<file path="config.mk">
export PLATFORM = sky130hd
export DESIGN_NAME = ccp_compare_pwm
export DESIGN_NICKNAME = d
export VERILOG_FILES = /design/src/hdl/ccp_pkg.sv /design/src/hdl/ccp_compare_pwm.sv
export SDC_FILE = /design/constraint.sdc
export NUM_CORES = 1
export LEC_CHECK = 0
export ABC_AREA = 1
export BUFFER_PORTS_ARGS = -buffer_cell sky130_fd_sc_hd__buf_2
export CAP_MARGIN = 20
export CORE_MARGIN = 2
export CORE_UTILIZATION = 56
export DETAILED_ROUTE_END_ITERATION = 6
export PLACE_DENSITY = 0.84
export SLEW_MARGIN = 20
export SYNTH_ARGS = -nofsm -noshare
export SYNTH_HDL_FRONTEND = slang
export SYNTH_SLANG_ARGS = --single-unit
</file>
<file path="constraint.sdc">
create_clock -name clk_i -period 2.53 [get_ports clk_i]
set_input_delay 0.253 -clock clk_i [delete_from_list [all_inputs] [get_ports clk_i]]
set_output_delay 0.253 -clock clk_i [all_outputs]
set_load 0.1 [all_outputs]
</file>
<file path="src/hdl/ccp_pkg.sv">
// Constants, register map and field types of the compare/PWM channel
package ccp_pkg;

   // ----------------------------------------------------------------
   // Register map (byte addresses on the Wishbone bus)
   // ----------------------------------------------------------------
   localparam logic [7:0] ADR_CTRL = 8'h00;
   localparam logic [7:0] ADR_MATCH = 8'h04;
   localparam logic [7:0] ADR_PERIOD = 8'h08;
   localparam logic [7:0] ADR_TIMER = 8'h0c;
   localparam logic [7:0] ADR_STATUS = 8'h10;
   localparam logic [7:0] ADR_COUNT = 8'h14;

   // ----------------------------------------------------------------
   // Field positions
   // ----------------------------------------------------------------
   localparam int CTRL_ALIGN_BIT = 4;
   localparam int CTRL_OUT_BIT = 5;
   localparam int CTRL_EN_BIT = 7;
   localparam int CTRL_IRQ_EN_BIT = 8;
   localparam int CTRL_ADC_SEL_BIT = 9;
   localparam int TIMER_ON_BIT = 0;
   localparam int TIMER_PRESC_LSB = 1;
   localparam int STAT_MATCH_BIT = 0;
   localparam int STAT_PERIOD_BIT = 1;

   // ----------------------------------------------------------------
   // Reset values
   // ----------------------------------------------------------------
   localparam logic [15:0] MATCH_RST = 16'h0000;
   localparam logic [7:0] PERIOD_RST = 8'hff;

   // ----------------------------------------------------------------
   // Mode select encodings
   // ----------------------------------------------------------------
   localparam logic [3:0] MODE_OFF = 4'h0;
   localparam logic [3:0] MODE_TOGGLE_CLR = 4'h1;
   localparam logic [3:0] MODE_TOGGLE = 4'h2;
   localparam logic [3:0] MODE_SET = 4'h8;
   localparam logic [3:0] MODE_CLEAR = 4'h9;
   localparam logic [3:0] MODE_PULSE = 4'ha;
   localparam logic [3:0] MODE_PULSE_CLR = 4'hb;
   localparam logic [3:0] MODE_PWM = 4'hf;

   // Period prescale select: 00 = 1:1, 01 = 1:4, 10 = 1:16, 11 = 1:64
   localparam int PRESC_W = 8;

   typedef struct packed {
      logic adc_sel;
      logic irq_en;
      logic enable;
      logic align;
      logic [3:0] mode;
   } ccp_ctrl_t;

   typedef struct packed {
      logic on;
      logic [1:0] presc;
   } ccp_timer_t;

endpackage : ccp_pkg

</file>
<file path="src/hdl/ccp_compare_pwm.sv">
// Compare and standard PWM channel with a classic Wishbone register slave
//
// The Wishbone slave port and the placing of the registers were left to the implementer.
`timescale 1ns/10ps
module ccp_compare_pwm #(
   parameter int ADR_W = 8
) (
   input wire logic clk_i,
   input wire logic reset_n_i,
   input wire logic wb_cyc_i,
   input wire logic wb_stb_i,
   input wire logic wb_we_i,
   input wire logic [ADR_W-1:0] wb_adr_i,
   input wire logic [3:0] wb_sel_i,
   input wire logic [31:0] wb_dat_i,
   output logic [31:0] wb_dat_o,
   output logic wb_ack_o,
   input wire logic [15:0] compare_counter_i,
   input wire logic compare_sync_i,
   input wire logic compare_clock_alive_i,
   input wire logic sleep_i,
   output logic ccp_out_o,
   output logic adc_trigger_o,
   output logic compare_timer_clear_o,
   output logic wake_o
);

   localparam int PRESC_LAST_W = ccp_pkg::PRESC_W;

   // ----------------------------------------------------------------
   // Helper functions
   // ----------------------------------------------------------------
   function automatic logic [15:0] merge16(input logic [15:0] old, input logic [31:0] d,
                                           input logic [3:0] sel);
      logic [15:0] r;
      r = old;
      if (sel[0])
      begin
         r[7:0] = d[7:0];
      end
      if (sel[1])
      begin
         r[15:8] = d[15:8];
      end
      return r;
   endfunction : merge16

   function automatic logic [PRESC_LAST_W-1:0] presc_last(input logic [1:0] sel);
      case (sel)
         2'b00: presc_last = PRESC_LAST_W'(3);
         2'b01: presc_last = PRESC_LAST_W'(15);
         2'b10: presc_last = PRESC_LAST_W'(63);
         default: presc_last = PRESC_LAST_W'(255);
      endcase
   endfunction : presc_last

   // Two low time-base bits: system clock phase at 1:1, prescaler top bits otherwise
   function automatic logic [1:0] low_bits(input logic [1:0] sel,
                                           input logic [PRESC_LAST_W-1:0] cnt);
      case (sel)
         2'b00: low_bits = cnt[1:0];
         2'b01: low_bits = cnt[3:2];
         2'b10: low_bits = cnt[5:4];
         default: low_bits = cnt[7:6];
      endcase
   endfunction : low_bits

   function automatic logic [9:0] duty_of(input logic [15:0] pair, input logic align);
      duty_of = align ? pair[15:6] : pair[9:0];
   endfunction : duty_of

   function automatic logic is_compare(input logic [3:0] m);
      is_compare = (m == ccp_pkg::MODE_TOGGLE_CLR) || (m == ccp_pkg::MODE_TOGGLE) ||
                   (m == ccp_pkg::MODE_SET) || (m == ccp_pkg::MODE_CLEAR) ||
                   (m == ccp_pkg::MODE_PULSE) || (m == ccp_pkg::MODE_PULSE_CLR);
   endfunction : is_compare

   // ----------------------------------------------------------------
   // Registers
   // ----------------------------------------------------------------
   ccp_pkg::ccp_ctrl_t ctrl_reg;
   ccp_pkg::ccp_timer_t timer_reg;
   logic [15:0] match_reg;
   logic [7:0] period_limit_reg;
   logic [7:0] period_counter_reg;
   logic [PRESC_LAST_W-1:0] presc_reg;
   logic [9:0] duty_buf_reg;
   logic out_reg;
   logic pulse_reg;
   logic match_flag_reg;
   logic period_flag_reg;
   logic eq_reg;
   logic clr_pend_reg;
   logic adc_reg;
   logic clr_reg;
   logic wake_reg;
   logic ack_reg;
   logic [31:0] dat_reg;

   // ----------------------------------------------------------------
   // Bus decode
   // ----------------------------------------------------------------
   logic bus_req;
   logic wr_en;
   logic [7:0] adr;
   logic ctrl_wr;
   logic ctrl_zero_wr;
   logic status_wr;
   logic [15:0] ctrl_word;
   logic [15:0] ctrl_new;

   assign bus_req = wb_cyc_i && wb_stb_i && !ack_reg;
   assign wr_en = bus_req && wb_we_i;
   assign adr = 8'(wb_adr_i);
   assign ctrl_wr = wr_en && (adr == ccp_pkg::ADR_CTRL);
   assign status_wr = wr_en && (adr == ccp_pkg::ADR_STATUS);
   assign ctrl_word = {6'h00, ctrl_reg.adc_sel, ctrl_reg.irq_en, ctrl_reg.enable, 1'b0,
                       out_reg, ctrl_reg.align, ctrl_reg.mode};
   assign ctrl_new = merge16(ctrl_word, wb_dat_i, wb_sel_i);
   // Clearing the control byte resets the channel
   assign ctrl_zero_wr = ctrl_wr && wb_sel_i[0] && (wb_dat_i[7:0] == 8'h00);

   // ----------------------------------------------------------------
   // Period time base
   // ----------------------------------------------------------------
   logic run;
   logic presc_end;
   logic wrap;
   logic [7:0] count_next;
   logic [PRESC_LAST_W-1:0] presc_next;
   logic [9:0] tb_next;
   logic [9:0] duty_new;
   logic pwm_on;
   logic duty_hit;

   assign run = timer_reg.on && !sleep_i;
   assign presc_end = (presc_reg == presc_last(timer_reg.presc));
   // Postscaling is deliberately absent: the wrap happens every period
   assign wrap = run && presc_end && (period_counter_reg == period_limit_reg);
   assign pwm_on = ctrl_reg.enable && (ctrl_reg.mode == ccp_pkg::MODE_PWM);
   assign duty_new = duty_of(match_reg, ctrl_reg.align);

   always_comb
   begin
      count_next = period_counter_reg;
      presc_next = presc_reg;
      if (run)
      begin
         if (presc_end)
         begin
            presc_next = '0;
            count_next = wrap ? 8'h00 : 8'(period_counter_reg + 8'h01);
         end
         else
         begin
            presc_next = PRESC_LAST_W'(presc_reg + 1'b1);
         end
      end
      tb_next = {count_next, low_bits(timer_reg.presc, presc_next)};
   end

   logic [9:0] tb_cur;

   // One hit per step: at slow prescales the time base rests on a value for several clocks
   assign tb_cur = {period_counter_reg, low_bits(timer_reg.presc, presc_reg)};
   // Compare against the next time base so high time is exactly duty steps
   assign duty_hit = pwm_on && run && !wrap && (tb_next == duty_buf_reg) &&
                     (tb_cur != duty_buf_reg);

   always_ff @(posedge clk_i or negedge reset_n_i)
   begin
      if (!reset_n_i)
      begin
         period_counter_reg <= 8'h00;
         presc_reg <= '0;
      end
      else
      begin
         period_counter_reg <= count_next;
         presc_reg <= presc_next;
      end
   end

   // Duty buffer loads only at the period wrap and clears on a zero control byte, so mid-period match writes cannot glitch
   always_ff @(posedge clk_i or negedge reset_n_i)
   begin
      if (!reset_n_i)
      begin
         duty_buf_reg <= 10'h000;
      end
      else if (ctrl_zero_wr)
      begin
         duty_buf_reg <= 10'h000;
      end
      else if (wrap)
      begin
         duty_buf_reg <= duty_new;
      end
   end

   // ----------------------------------------------------------------
   // Compare path
   // ----------------------------------------------------------------
   logic cmp_ok;
   logic cmp_eq;
   logic cmp_hit;
   logic clears_timer;

   // Asynchronous timer values may be mid-ripple, so they are not trusted
   assign cmp_ok = ctrl_reg.enable && is_compare(ctrl_reg.mode) && compare_sync_i &&
                   (!sleep_i || compare_clock_alive_i);
   assign cmp_eq = cmp_ok && (compare_counter_i == match_reg);
   // Act once per match; the counter may sit on the value for many clocks
   assign cmp_hit = cmp_eq && !eq_reg;
   assign clears_timer = (ctrl_reg.mode == ccp_pkg::MODE_TOGGLE_CLR) ||
                         (ctrl_reg.mode == ccp_pkg::MODE_PULSE_CLR);

   always_ff @(posedge clk_i or negedge reset_n_i)
   begin
      if (!reset_n_i)
      begin
         eq_reg <= 1'b0;
         clr_pend_reg <= 1'b0;
         clr_reg <= 1'b0;
         adc_reg <= 1'b0;
      end
      else
      begin
         eq_reg <= cmp_eq;
         clr_pend_reg <= cmp_hit && clears_timer;
         // Timer clear follows the trigger by one edge and needs the match still there
         clr_reg <= clr_pend_reg && cmp_eq;
         adc_reg <= (cmp_hit || duty_hit) && ctrl_reg.adc_sel;
      end
   end

   // ----------------------------------------------------------------
   // Output latch
   // ----------------------------------------------------------------
   always_ff @(posedge clk_i or negedge reset_n_i)
   begin
      if (!reset_n_i)
      begin
         out_reg <= 1'b0;
         pulse_reg <= 1'b0;
      end
      else if (ctrl_zero_wr || !ctrl_reg.enable || ctrl_reg.mode == ccp_pkg::MODE_OFF)
      begin
         out_reg <= 1'b0;
         pulse_reg <= 1'b0;
      end
      else if (pwm_on)
      begin
         pulse_reg <= 1'b0;
         if (wrap)
         begin
            out_reg <= (duty_new != 10'h000);
         end
         else if (duty_hit)
         begin
            out_reg <= 1'b0;
         end
         // Duty beyond the period never matches, so the pin keeps its level
      end
      else if (pulse_reg)
      begin
         out_reg <= 1'b0;
         pulse_reg <= 1'b0;
      end
      else if (cmp_hit)
      begin
         case (ctrl_reg.mode)
            ccp_pkg::MODE_TOGGLE_CLR, ccp_pkg::MODE_TOGGLE: out_reg <= !out_reg;
            ccp_pkg::MODE_SET: out_reg <= 1'b1;
            ccp_pkg::MODE_CLEAR: out_reg <= 1'b0;
            default:
            begin
               out_reg <= 1'b1;
               pulse_reg <= 1'b1;
            end
         endcase
      end
   end

   // ----------------------------------------------------------------
   // Flags and wake
   // ----------------------------------------------------------------
   always_ff @(posedge clk_i or negedge reset_n_i)
   begin
      if (!reset_n_i)
      begin
         match_flag_reg <= 1'b0;
         period_flag_reg <= 1'b0;
         wake_reg <= 1'b0;
      end
      else
      begin
         // A set in the same cycle as a write-one-clear wins
         if (cmp_hit || duty_hit)
         begin
            match_flag_reg <= 1'b1;
         end
         else if (status_wr && wb_sel_i[0] && wb_dat_i[ccp_pkg::STAT_MATCH_BIT])
         begin
            match_flag_reg <= 1'b0;
         end
         if (wrap)
         begin
            period_flag_reg <= 1'b1;
         end
         else if (status_wr && wb_sel_i[0] && wb_dat_i[ccp_pkg::STAT_PERIOD_BIT])
         begin
            period_flag_reg <= 1'b0;
         end
         wake_reg <= sleep_i && ctrl_reg.irq_en && match_flag_reg;
      end
   end

   // ----------------------------------------------------------------
   // Software-written registers
   // ----------------------------------------------------------------
   always_ff @(posedge clk_i or negedge reset_n_i)
   begin
      if (!reset_n_i)
      begin
         ctrl_reg <= '0;
         timer_reg <= '0;
         match_reg <= ccp_pkg::MATCH_RST;
         period_limit_reg <= ccp_pkg::PERIOD_RST;
      end
      else if (wr_en)
      begin
         if (adr == ccp_pkg::ADR_CTRL)
         begin
            ctrl_reg.mode <= ctrl_new[3:0];
            ctrl_reg.align <= ctrl_new[ccp_pkg::CTRL_ALIGN_BIT];
            ctrl_reg.enable <= ctrl_new[ccp_pkg::CTRL_EN_BIT];
            ctrl_reg.irq_en <= ctrl_new[ccp_pkg::CTRL_IRQ_EN_BIT];
            ctrl_reg.adc_sel <= ctrl_new[ccp_pkg::CTRL_ADC_SEL_BIT];
         end
         else if (adr == ccp_pkg::ADR_MATCH)
         begin
            match_reg <= merge16(match_reg, wb_dat_i, wb_sel_i);
         end
         else if (adr == ccp_pkg::ADR_PERIOD && wb_sel_i[0])
         begin
            period_limit_reg <= wb_dat_i[7:0];
         end
         else if (adr == ccp_pkg::ADR_TIMER && wb_sel_i[0])
         begin
            timer_reg.on <= wb_dat_i[ccp_pkg::TIMER_ON_BIT];
            timer_reg.presc <= wb_dat_i[ccp_pkg::TIMER_PRESC_LSB +: 2];
         end
      end
   end

   // ----------------------------------------------------------------
   // Wishbone answer: one wait state, unmapped reads return zero
   // ----------------------------------------------------------------
   always_ff @(posedge clk_i or negedge reset_n_i)
   begin
      if (!reset_n_i)
      begin
         ack_reg <= 1'b0;
         dat_reg <= 32'h0000_0000;
      end
      else
      begin
         ack_reg <= bus_req;
         if (bus_req && !wb_we_i)
         begin
            if (adr == ccp_pkg::ADR_CTRL)
            begin
               dat_reg <= {16'h0000, ctrl_word};
            end
            else if (adr == ccp_pkg::ADR_MATCH)
            begin
               dat_reg <= {16'h0000, match_reg};
            end
            else if (adr == ccp_pkg::ADR_PERIOD)
            begin
               dat_reg <= {24'h000000, period_limit_reg};
            end
            else if (adr == ccp_pkg::ADR_TIMER)
            begin
               dat_reg <= {29'h00000000, timer_reg.presc, timer_reg.on};
            end
            else if (adr == ccp_pkg::ADR_STATUS)
            begin
               dat_reg <= {30'h00000000, period_flag_reg, match_flag_reg};
            end
            else if (adr == ccp_pkg::ADR_COUNT)
            begin
               dat_reg <= {6'h00, duty_buf_reg, 8'h00, period_counter_reg};
            end
            else
            begin
               dat_reg <= 32'h0000_0000;
            end
         end
         else
         begin
            dat_reg <= 32'h0000_0000;
         end
      end
   end

   assign wb_ack_o = ack_reg;
   assign wb_dat_o = dat_reg;
   assign ccp_out_o = out_reg;
   assign adc_trigger_o = adc_reg;
   assign compare_timer_clear_o = clr_reg;
   assign wake_o = wake_reg;

endmodule : ccp_compare_pwm

</file>
=== After elaboration in Yosys (flattened, before gate mapping) ===
Cells that the tools add are included.

* Register bits: 103
* Input bits: 68
* Output and inout port bits: 37

* Add/subtract/negate cells: 2
* Equality and inequality tests: 20
* Mux-type cells: 34
* Bitwise logic cells: 3
* Reductions and logical operators: 66

{| class="wikitable"
|+ Operator list
! operator !! count
|-
| $mux W26 || 6
|-
| $mux W8 || 5
|-
| $mux W32 || 1
|-
| $logic_and A1 B1 Y1 || 31
|-
| $mux W10 || 3
|-
| $pmux W8 S3 || 1
|-
| $eq A4 B4 Y1 const B || 5
|-
| $add A8 B1 Y8 const B || 2
|-
| $eq A16 B16 Y1 || 1
|-
| $eq A8 B4 Y1 const B || 2
|-
| $eq A8 B5 Y1 const B || 2
|-
| $eq A8 B8 Y1 || 2
|-
| $logic_not A8 Y1 || 2
|-
| $mux W1 || 15
|-
| $pmux W2 S3 || 2
|-
| $reduce_and A4 Y1 || 3
|-
| $eq A10 B10 Y1 || 1
|-
| $logic_or A1 B1 Y1 || 10
|-
| $ne A10 B10 Y1 || 1
|-
| $reduce_bool A10 Y1 || 1
|-
| $eq A8 B3 Y1 const B || 1
|-
| $logic_not A1 Y1 || 7
|-
| $reduce_and A3 Y1 || 2
|-
| $reduce_bool A2 Y1 || 3
|-
| other kinds (14) || 16
|}

=== Depth between registers and ports, before layout ===
Gate-level depths: netlist of the first run.

* Word-level depth: 15
* Gate-level depth with buffers: 21

=== Worst setup path after synthesis of the first run ===
No wires, ideal clock.

* Path type: reg-to-reg
* Start point: register ack_reg, in the netlist wb_ack_o
* End point: register out_reg, in the netlist ccp_out_o
* Setup time: 0.122 ns
* Arrival: 2.198 ns
* Required time: 2.408 ns
* Path slack: 0.210 ns
* Stages on the path, launching flop included: 13
* Path buffers: 0
* Cell sequence: dfrtp_1 > nor3_1 > nand2_1 > nor2_1 > nand2_1 > nor2_1 > nand3_1 > nand2_1 > nor3_1 > nand2_1 > nand2_1 > nand2_1 > nand2_1

* Word-level cells in the longest chain between the ends: 10
* Elaborated cells between the ends (all ways): 12
* Classes of those cells: eq/ne: 1; mux: 1; reduce/logical: 10

{| class="wikitable"
|+ Ends and longest elaborated chain
! element !! line !! source
|-
| start, declared || ccp_compare_pwm.sv:97 || <nowiki>logic ack_reg;</nowiki>
|-
| start signal, assigned || ccp_compare_pwm.sv:369 || <nowiki>ack_reg <= bus_req;</nowiki>
|-
| $logic_not A1 Y1 * || ccp_compare_pwm.sv:112 || <nowiki>assign bus_req = wb_cyc_i && wb_stb_i && !ack_reg;</nowiki>
|-
| $logic_and A1 B1 Y1 * || ccp_compare_pwm.sv:112 ||
|-
| via bus_req || ccp_compare_pwm.sv:103 || <nowiki>logic bus_req;</nowiki>
|-
| $logic_and A1 B1 Y1 * || ccp_compare_pwm.sv:113 || <nowiki>assign wr_en = bus_req && wb_we_i;</nowiki>
|-
| $logic_and A1 B1 Y1 * || ccp_compare_pwm.sv:115 || <nowiki>assign ctrl_wr = wr_en && (adr == ccp_pkg::ADR_CTRL);</nowiki>
|-
| $logic_and A1 B1 Y1 * (2 in a row) || ccp_compare_pwm.sv:121 || <nowiki>assign ctrl_zero_wr = ctrl_wr && wb_sel_i[0] && (wb_dat_i[7:0] == 8'h00);</nowiki>
|-
| $logic_or A1 B1 Y1 * (2 in a row) || ccp_compare_pwm.sv:247 || <nowiki>else if (ctrl_zero_wr || !ctrl_reg.enable || ctrl_reg.mode == ccp_pkg::MODE_OFF)</nowiki>
|-
| $ne A4 B2 Y1 (no line) or $reduce_bool A4 Y1 (tied branches) || -- ||
|-
| $reduce_and A2 Y1 (no line) || -- ||
|-
| end signal, assigned || ccp_compare_pwm.sv:257 || <nowiki>out_reg <= (duty_new != 10'h000);</nowiki>
|-
| end signal, assigned || ccp_compare_pwm.sv:273 || <nowiki>ccp_pkg::MODE_TOGGLE_CLR, ccp_pkg::MODE_TOGGLE: out_reg <= !out_reg;</nowiki>
|-
| end, declared || ccp_compare_pwm.sv:88 || <nowiki>logic out_reg;</nowiki>
|}

The timed path passes the listed nets; every way through them passes the cells marked *.
A chain may end at the register's enable or synchronous reset.

=== Worst setup path in the final report of the first run ===
* Start point: register timer_reg[0] in the netlist's numbering
* End point: register out_reg, in the netlist ccp_out_o

* Word-level cells in the longest chain between the ends: 13
* Elaborated cells between the ends (all ways): 25
* Classes of those cells: eq/ne: 6; mux: 11; reduce/logical: 8

{| class="wikitable"
|+ Ends and longest elaborated chain
! element !! line !! source
|-
| start, declared || ccp_compare_pwm.sv:82 || <nowiki>ccp_pkg::ccp_timer_t timer_reg;</nowiki>
|-
| $eq A2 B2 Y1, or another cell as far along || ccp_compare_pwm.sv:49, ccp_compare_pwm.sv:60 ||
|-
| $pmux W8 S3 || ccp_compare_pwm.sv:49 || <nowiki>case (sel)</nowiki>
|-
| $eq A8 B8 Y1 || ccp_compare_pwm.sv:137 || <nowiki>assign presc_end = (presc_reg == presc_last(timer_reg.presc));</nowiki>
|-
| $logic_and A1 B1 Y1 (2 in a row) || ccp_compare_pwm.sv:139 || <nowiki>assign wrap = run && presc_end && (period_counter_reg == period_limit_reg);</nowiki>
|-
| $mux W8 || ccp_compare_pwm.sv:152 || <nowiki>count_next = wrap ? 8'h00 : 8'(period_counter_reg + 8'h01);</nowiki>
|-
| $mux W8 || ccp_compare_pwm.sv:149 || <nowiki>if (presc_end)</nowiki>
|-
| $mux W8 || ccp_compare_pwm.sv:147 || <nowiki>if (run)</nowiki>
|-
| $eq A10 B10 Y1 || ccp_compare_pwm.sv:167 || <nowiki>assign duty_hit = pwm_on && run && !wrap && (tb_next == duty_buf_reg) &&</nowiki>
|-
| $logic_and A1 B1 Y1 (2 in a row) || ccp_compare_pwm.sv:167 ||
|-
| $ne A4 B2 Y1 (no line) || -- ||
|-
| $reduce_and A2 Y1 (no line) || -- ||
|}

Parallel ways exist; a longest one is shown, timed or not.

==> metrics.yaml, run 1 <==
timing:
  fin_setup_tns_ps: 0
  hold_viol: 0
  final-setup-viol-count: 0
  finalMaxSlewViolations: 0
  hold_ws_ps: 103
  fin_skew_ps: 12.5
  period_needed_ps: 2420
  slew_headroom: 0.582
  max_freq_mhz: 414
  worstMarginPinSlew_ps: 627
  fin_crit_sh: 0.955
yosys:
  ys_warn_count: 0
  ys_types: 39
  syn_area_per_cell_um2: 7.41
  synth_edf_count: 0
  syn-cell-area_um2: 5320
  synthArstFlopShare: 1.00
  synth-seq-area-share: 0.458
  ys.flop_type: "dfrtp_1"
  synthCells: 718
  ys_seq_elements: 97
power_and_ir_drop:
  power.density_nw_per_um2: 459
  p_sw_frac: 0.264
  p_int_mw: 2.13
  power_switching_mw: 0.764
  vdd_ir_drop_max_v: 0.000298
  power_frac_seq: 0.545
  p_leak_nw: 3.32
  combinationalPowerShare: 0.085
  clkPwrFrac: 0.371
cells_and_area:
  num_antenna_cells: 0
  final_common_cell: "nand2_1"
  layout_common_cells: "197 x nand2_1, 121 x inv_1, 88 x dfrtp_1"
  largest_reg_flops: 26
  layout-drive-gt1-share: 0.199
  fin_nets: 893
  fin_area_um2: 6290
  syn_to_final_growth_pct: 18.1
global_routing:
  overflow: 0
  grt_pass1_wl_mm: 23.4
  antenna_found_initial: 0
  grt_use_total: 0.297
  grt_start_max_net_pins: 51
  grt_pass1_vias: 4844
setup_path:
  worstPathArrival_ps: 2690
  startpoint_type: "flop"
  cp_cell_sequence: "nand2_2 -> nor2_2 -> nor2_2 -> nand2_2 -> nor2_8 -> buf_6 -> nand3_4 -> buf_6 -> nand2_1 -> nor2_2 -> nand2_1 -> nor2_1 -> nand2_1 -> nor2_1 -> nand3_2 -> nand2_2 -> nand2_1 -> nand2_1 -> nand2_1"
  crit_slowest_cell: "dfrtp_1"
  worstPathMaxFanout: 8
  required_ps: 2810
  crit_top_cell: "nand2_1"
  critPathMaxStageDelay_ps: 510
  crit_type: "reg2reg"
  end_kind: "flop"
die:
  row_count: 35
  start_util: 0.576
  design.die.area_um2: 10300
  die_h_um: 101
  coreArea_um2: 9240
  dieWidth_um: 101
  io_pins: 105
drt:
  drt-wirelength-per-cell_um: 15.3
  vias_per_cell: 5.43
  via_count: 5197
  wl_mm: 14.7
  dr.pass1.iters: 6
  drc: 0
  ant_nets: 0
  drt_iter0_drc: 340
outcome:
  status: "finished, final reports clean"
cts:
  htree_levels: 3
  clkLatencyLatePin_ps: 380
  cts_tree: "yes"
  root_buffer: "clkbuf_8"
  cts_sinks: 97
  clockBufferDepth: 2
  path_clk_slew_ps: 100
  numCtsBuffers: 9
placed_design:
  dp_hpwl_mm: 11.3
  gp_congestion: 0.962
  placed_area_um2: 5980
  port_buffers: 80
worst_hold_path:
  holdCritPathClass: "in2reg"
flow_run:
  maxCapViolations: 0
final timing paths:
check	startpoint	end	slack, ps	cells after the start
hold / removal	wb_dat_i[15]	match_reg[15]	100	2
hold reg to reg	wb_ack_o	wb_ack_o	470	1
setup / recovery	timer_reg[0]	ccp_out_o	110	19
setup reg to reg	timer_reg[0]	ccp_out_o	110	19
min in group asynchronous	reset_n_i	presc_reg[4]	430	2
max in group asynchronous	reset_n_i	period_limit_reg[4]	1380	3
area by class of cell:
| class | count | area (um^2) |
|---|---|---|
| Clock inverter | 5 | 63.8 |
| Multi-Input combinational cell | 478 | 2340 |
| Inverter | 128 | 480 |
| Clock buffer | 11 | 141 |
| Sequential cell | 97 | 2440 |
| Tap cell | 129 | 161 |
| Fill cell | 792 | 2950 |
| Timing Repair Buffer | 109 | 658 |
per-layer routing:
metal	GRT usage	vias up	share of wire
met5	0	-	0
met4	0.116	0	0.041
met3	0.0566	52	0.077
met2	0.487	255	0.47
met1	0.391	2398	0.41
li1	-	2492	-
cell families after synthesis:
family          Yosys count  synth area share
simple gates            344             0.276
buf+inv                 148             0.114
compound gates          113             0.124
flops                    97             0.458
xor+xnor                 10            0.0165
mux                       3           0.00611
fa+ha+maj                 2           0.00470
other cells               1          0.000705
power by group through the flow:
stage	clock, mW	sequential (mW)	combinational [mW]
CTS	1.07	1.57	0.243
global route	1.14	1.58	0.273
floorplan	0	1.61	0.126
detailed placement	0	1.60	0.241
finish	1.07	1.57	0.244
global placement	0	1.60	0.236
per-stage QoR:
step | power (mW) | utilization | cells | worst slack, ps
floorplan | 1.74 | - | 723 | 210
detailed placement | 1.84 | 0.647 | 937 | 106
global placement | 1.84 | 0.647 | 937 | 144
CTS | 2.89 | 0.671 | 954 | 99.6
finish | 2.89 | 0.681 | 957 | 114
global route | 2.99 | 0.681 | 957 | -32.3
cells in the mapped netlist, types with 3 or more instances:
library cell | count | area, um^2
o21ai_0 | 55 | 275
a221oi_1 | 9 | 78.8
nand4_1 | 12 | 75.1
dfstp_2 | 8 | 210
buf_4 | 7 | 52.6
o21ai_1 | 3 | 15.0
nor3_1 | 24 | 120
xnor2_1 | 5 | 43.8
nand2_1 | 199 | 747
inv_1 | 121 | 454
o22ai_1 | 13 | 81.3
nor4_1 | 4 | 25.0
dfrtp_1 | 89 | 2230
nor2_1 | 59 | 221
buf_6 | 3 | 33.8
xor2_1 | 5 | 43.8
a21oi_1 | 18 | 90.1
clkbuf_1 | 9 | 33.8
a211oi_1 | 6 | 45.0
nand3_1 | 34 | 170
inv_2 | 7 | 26.3
nand3_2 | 4 | 40.0
worst max-delay path, delay by kind of cell, from the launching register on:
family	cells	cell delay, ps
flops	1	510
simple gates	17	1560
buf+inv	2	260
timing repair:
item                                    4_1_cts  5_1_grt
endpoints found under the setup margin        0        3
endpoints found under the hold margin        44        0
buffers inserted                              0        3
hold buffers                                  1        0
resized for setup                             0       21
No activity file was read; power rests on OpenSTA's default activity.
==> inputs of run 2 (changes only) <==
--- a/config.mk
+++ b/config.mk
@@ -6,10 +6,11 @@
 export NUM_CORES = 1
 export LEC_CHECK = 0
 export ABC_AREA = 1
-export BUFFER_PORTS_ARGS = -buffer_cell sky130_fd_sc_hd__buf_2
+export BUFFER_PORTS_ARGS = -buffer_cell sky130_fd_sc_hd__clkbuf_2
 export CAP_MARGIN = 20
 export CORE_MARGIN = 2
 export CORE_UTILIZATION = 56
+export CTS_CLUSTER_SIZE = 40
 export DETAILED_ROUTE_END_ITERATION = 6
 export PLACE_DENSITY = 0.84
 export SLEW_MARGIN = 20
==> metrics.yaml, run 2 (same netlist as run 1, synthesis figures left out) <==
timing:
  finalMaxSlewViolations: 0
  final-setup-viol-count: 0
  hold_viol: 0
  slew_headroom: 0.639
  fin_crit_sh: 0.934
  period_needed_ps: 2360
  fin_setup_tns_ps: 0
  worstMarginPinSlew_ps: 535
  max_freq_mhz: 423
  fin_skew_ps: 11.4
setup_path:
  worstPathMaxFanout: 2
  r2r-start: "presc_reg[1]"
  worstPathArrival_ps: 2640
  critPathMaxStageDelay_ps: 380
  required_ps: 2810
  end_kind: "flop"
  regToRegEndpoint: "ccp_out_o"
  crit_slowest_cell: "dfrtp_1"
  cp_cell_sequence: "ha_2 -> nand3_2 -> buf_4 -> nor2_1 -> nand2_1 -> xor2_1 -> o21ai_0 -> o21ai_0 -> nand2_1 -> nand3_1 -> nor2_1 -> nand3_2 -> nand2_2 -> nand2_1 -> nand2_1 -> nand2_1"
  crit_type: "reg2reg"
  startpoint_type: "flop"
  ff2ff_setup_slack_ps: 170
  ff2ff_path_depth: 16
  crit_top_cell: "nand2_1"
placed_design:
  place_inst: 944
  dp_hpwl_mm: 11.5
  port_buffers: 80
  gp_congestion: 0.974
cts:
  clkLatencyLatePin_ps: 380
  cts_sinks: 97
  htree_levels: 3
  path_clk_slew_ps: 110
  cts_tree: "yes"
  numCtsBuffers: 9
  root_buffer: "clkbuf_8"
  clockBufferDepth: 2
drt:
  dr.pass1.iters: 5
  drt_iter0_drc: 311
  drt-wirelength-per-cell_um: 15.3
  vias_per_cell: 5.47
  drc: 0
  via_count: 5264
  wl_mm: 14.8
  ant_nets: 0
worst_hold_path:
  min_path_cells: 3
  holdPathEnd: "wb_ack_o"
  hold_start: "wb_stb_i"
  holdCritPathClass: "in2reg"
cells_and_area:
  layout_common_cells: "198 x nand2_1, 119 x inv_1, 85 x dfrtp_1"
  syn_to_final_growth_pct: 18.1
  largest_reg_flops: 26
  fin_nets: 899
  num_antenna_cells: 0
  layout-drive-gt1-share: 0.205
  layout.cells.non_filler: 963
  final_common_cell: "nand2_1"
die:
  design.die.area_um2: 10300
  row_count: 35
  die_h_um: 101
  coreArea_um2: 9240
  dieWidth_um: 101
  start_util: 0.576
  io_pins: 105
global_routing:
  antenna_found_initial: 0
  grt_use_total: 0.298
  grt_pass1_wl_mm: 23.6
  grt_pass1_vias: 5047
  overflow: 0
  grt_start_max_net_pins: 39
power_and_ir_drop:
  power.density_nw_per_um2: 452
  vdd_ir_drop_max_v: 0.000323
  p_leak_nw: 3.31
flow_run:
  maxCapViolations: 0
outcome:
  status: "finished, final reports clean"
[run 2: cell types whose count changed in the layout (fill, tap and decap cells not counted), moves of 2 or more]
cell,delta
buf_2,-79
buf_4,+12
buf_6,-5
clkbuf_2,+79
dfrtp_1,-3
dfrtp_2,+3
inv_1,-2
inv_2,+2
inv_8,+3
nor2_1,+3
nor2_2,-4
[run 2: worst max path at each step]
| stage | startpoint | to | slack [ps] | cells after the start |
|---|---|---|---|---|
| floorplan | wb_ack_o | ccp_out_o | 210 | 12 |
| global placement | presc_reg[0] | ccp_out_o | 160 | 18 |
| detailed placement | timer_reg[1] | ccp_out_o | 80 | 19 |
| CTS | timer_reg[1] | ccp_out_o | 60 | 19 |
| global route | presc_reg[0] | ccp_out_o | -4 | 20 |
| finish | presc_reg[1] | ccp_out_o | 170 | 16 |
[run 2: power by group]
group | internal [mW] | total, mW | switching (mW)
registers | 1.56 | 1.57 | 0.0123
logic | 0.0737 | 0.249 | 0.175
clock network | 0.389 | 1.02 | 0.627
[run 2: stage by stage]
stage	hold slack, ps	instance area (um^2)	worst slack, ps	total power [mW]	utilization
2_1_floorplan	-42.6	5340	210	1.74	-
3_3_place_gp	237	6020	159	1.84	0.652
3_5_place_dp	251	6020	77.5	1.85	0.652
4_1_cts	92.2	6230	62.1	2.85	0.674
5_1_grt	94.9	6280	-3.72	2.95	0.680
6_report	90.5	6280	167	2.84	0.680
[run 2: area by class of cell]
cell class              instances  area, um^2
multi-input cells             478        2330
repair buffers                115         672
clock inverters                 7        72.6
inverters                     128         480
fillers                       790        2960
clock buffers                   9         124
flip-flops and latches         97        2440
well taps                     129         161
[run 2: routing by layer]
layer	vias up	track usage	wire length [um]
met5	-	0	0
met3	31	0.0531	1020
li1	2527	-	-
met1	2473	0.386	6100
met2	233	0.502	7180
met4	0	0.113	463
[run 2: what timing repair did]
item | CTS | global route
hold endpoints to repair | 32 | 0
setup buffers | 0 | 2
endpoints found under the setup margin | 0 | 3
resized for setup | 0 | 16
hold buffers | 1 | 0
[run 2: critical path: cells and delay by family (launching register included)]
kind                     cells  cell delay (ps)
adder cells (fa/ha/maj)      1              190
flip-flops                   1              380
XOR/XNOR                     1              160
buffers and inverters        1              150
AND/OR/NAND/NOR             11             1010
AO/OA/AOI/OAI                2              370
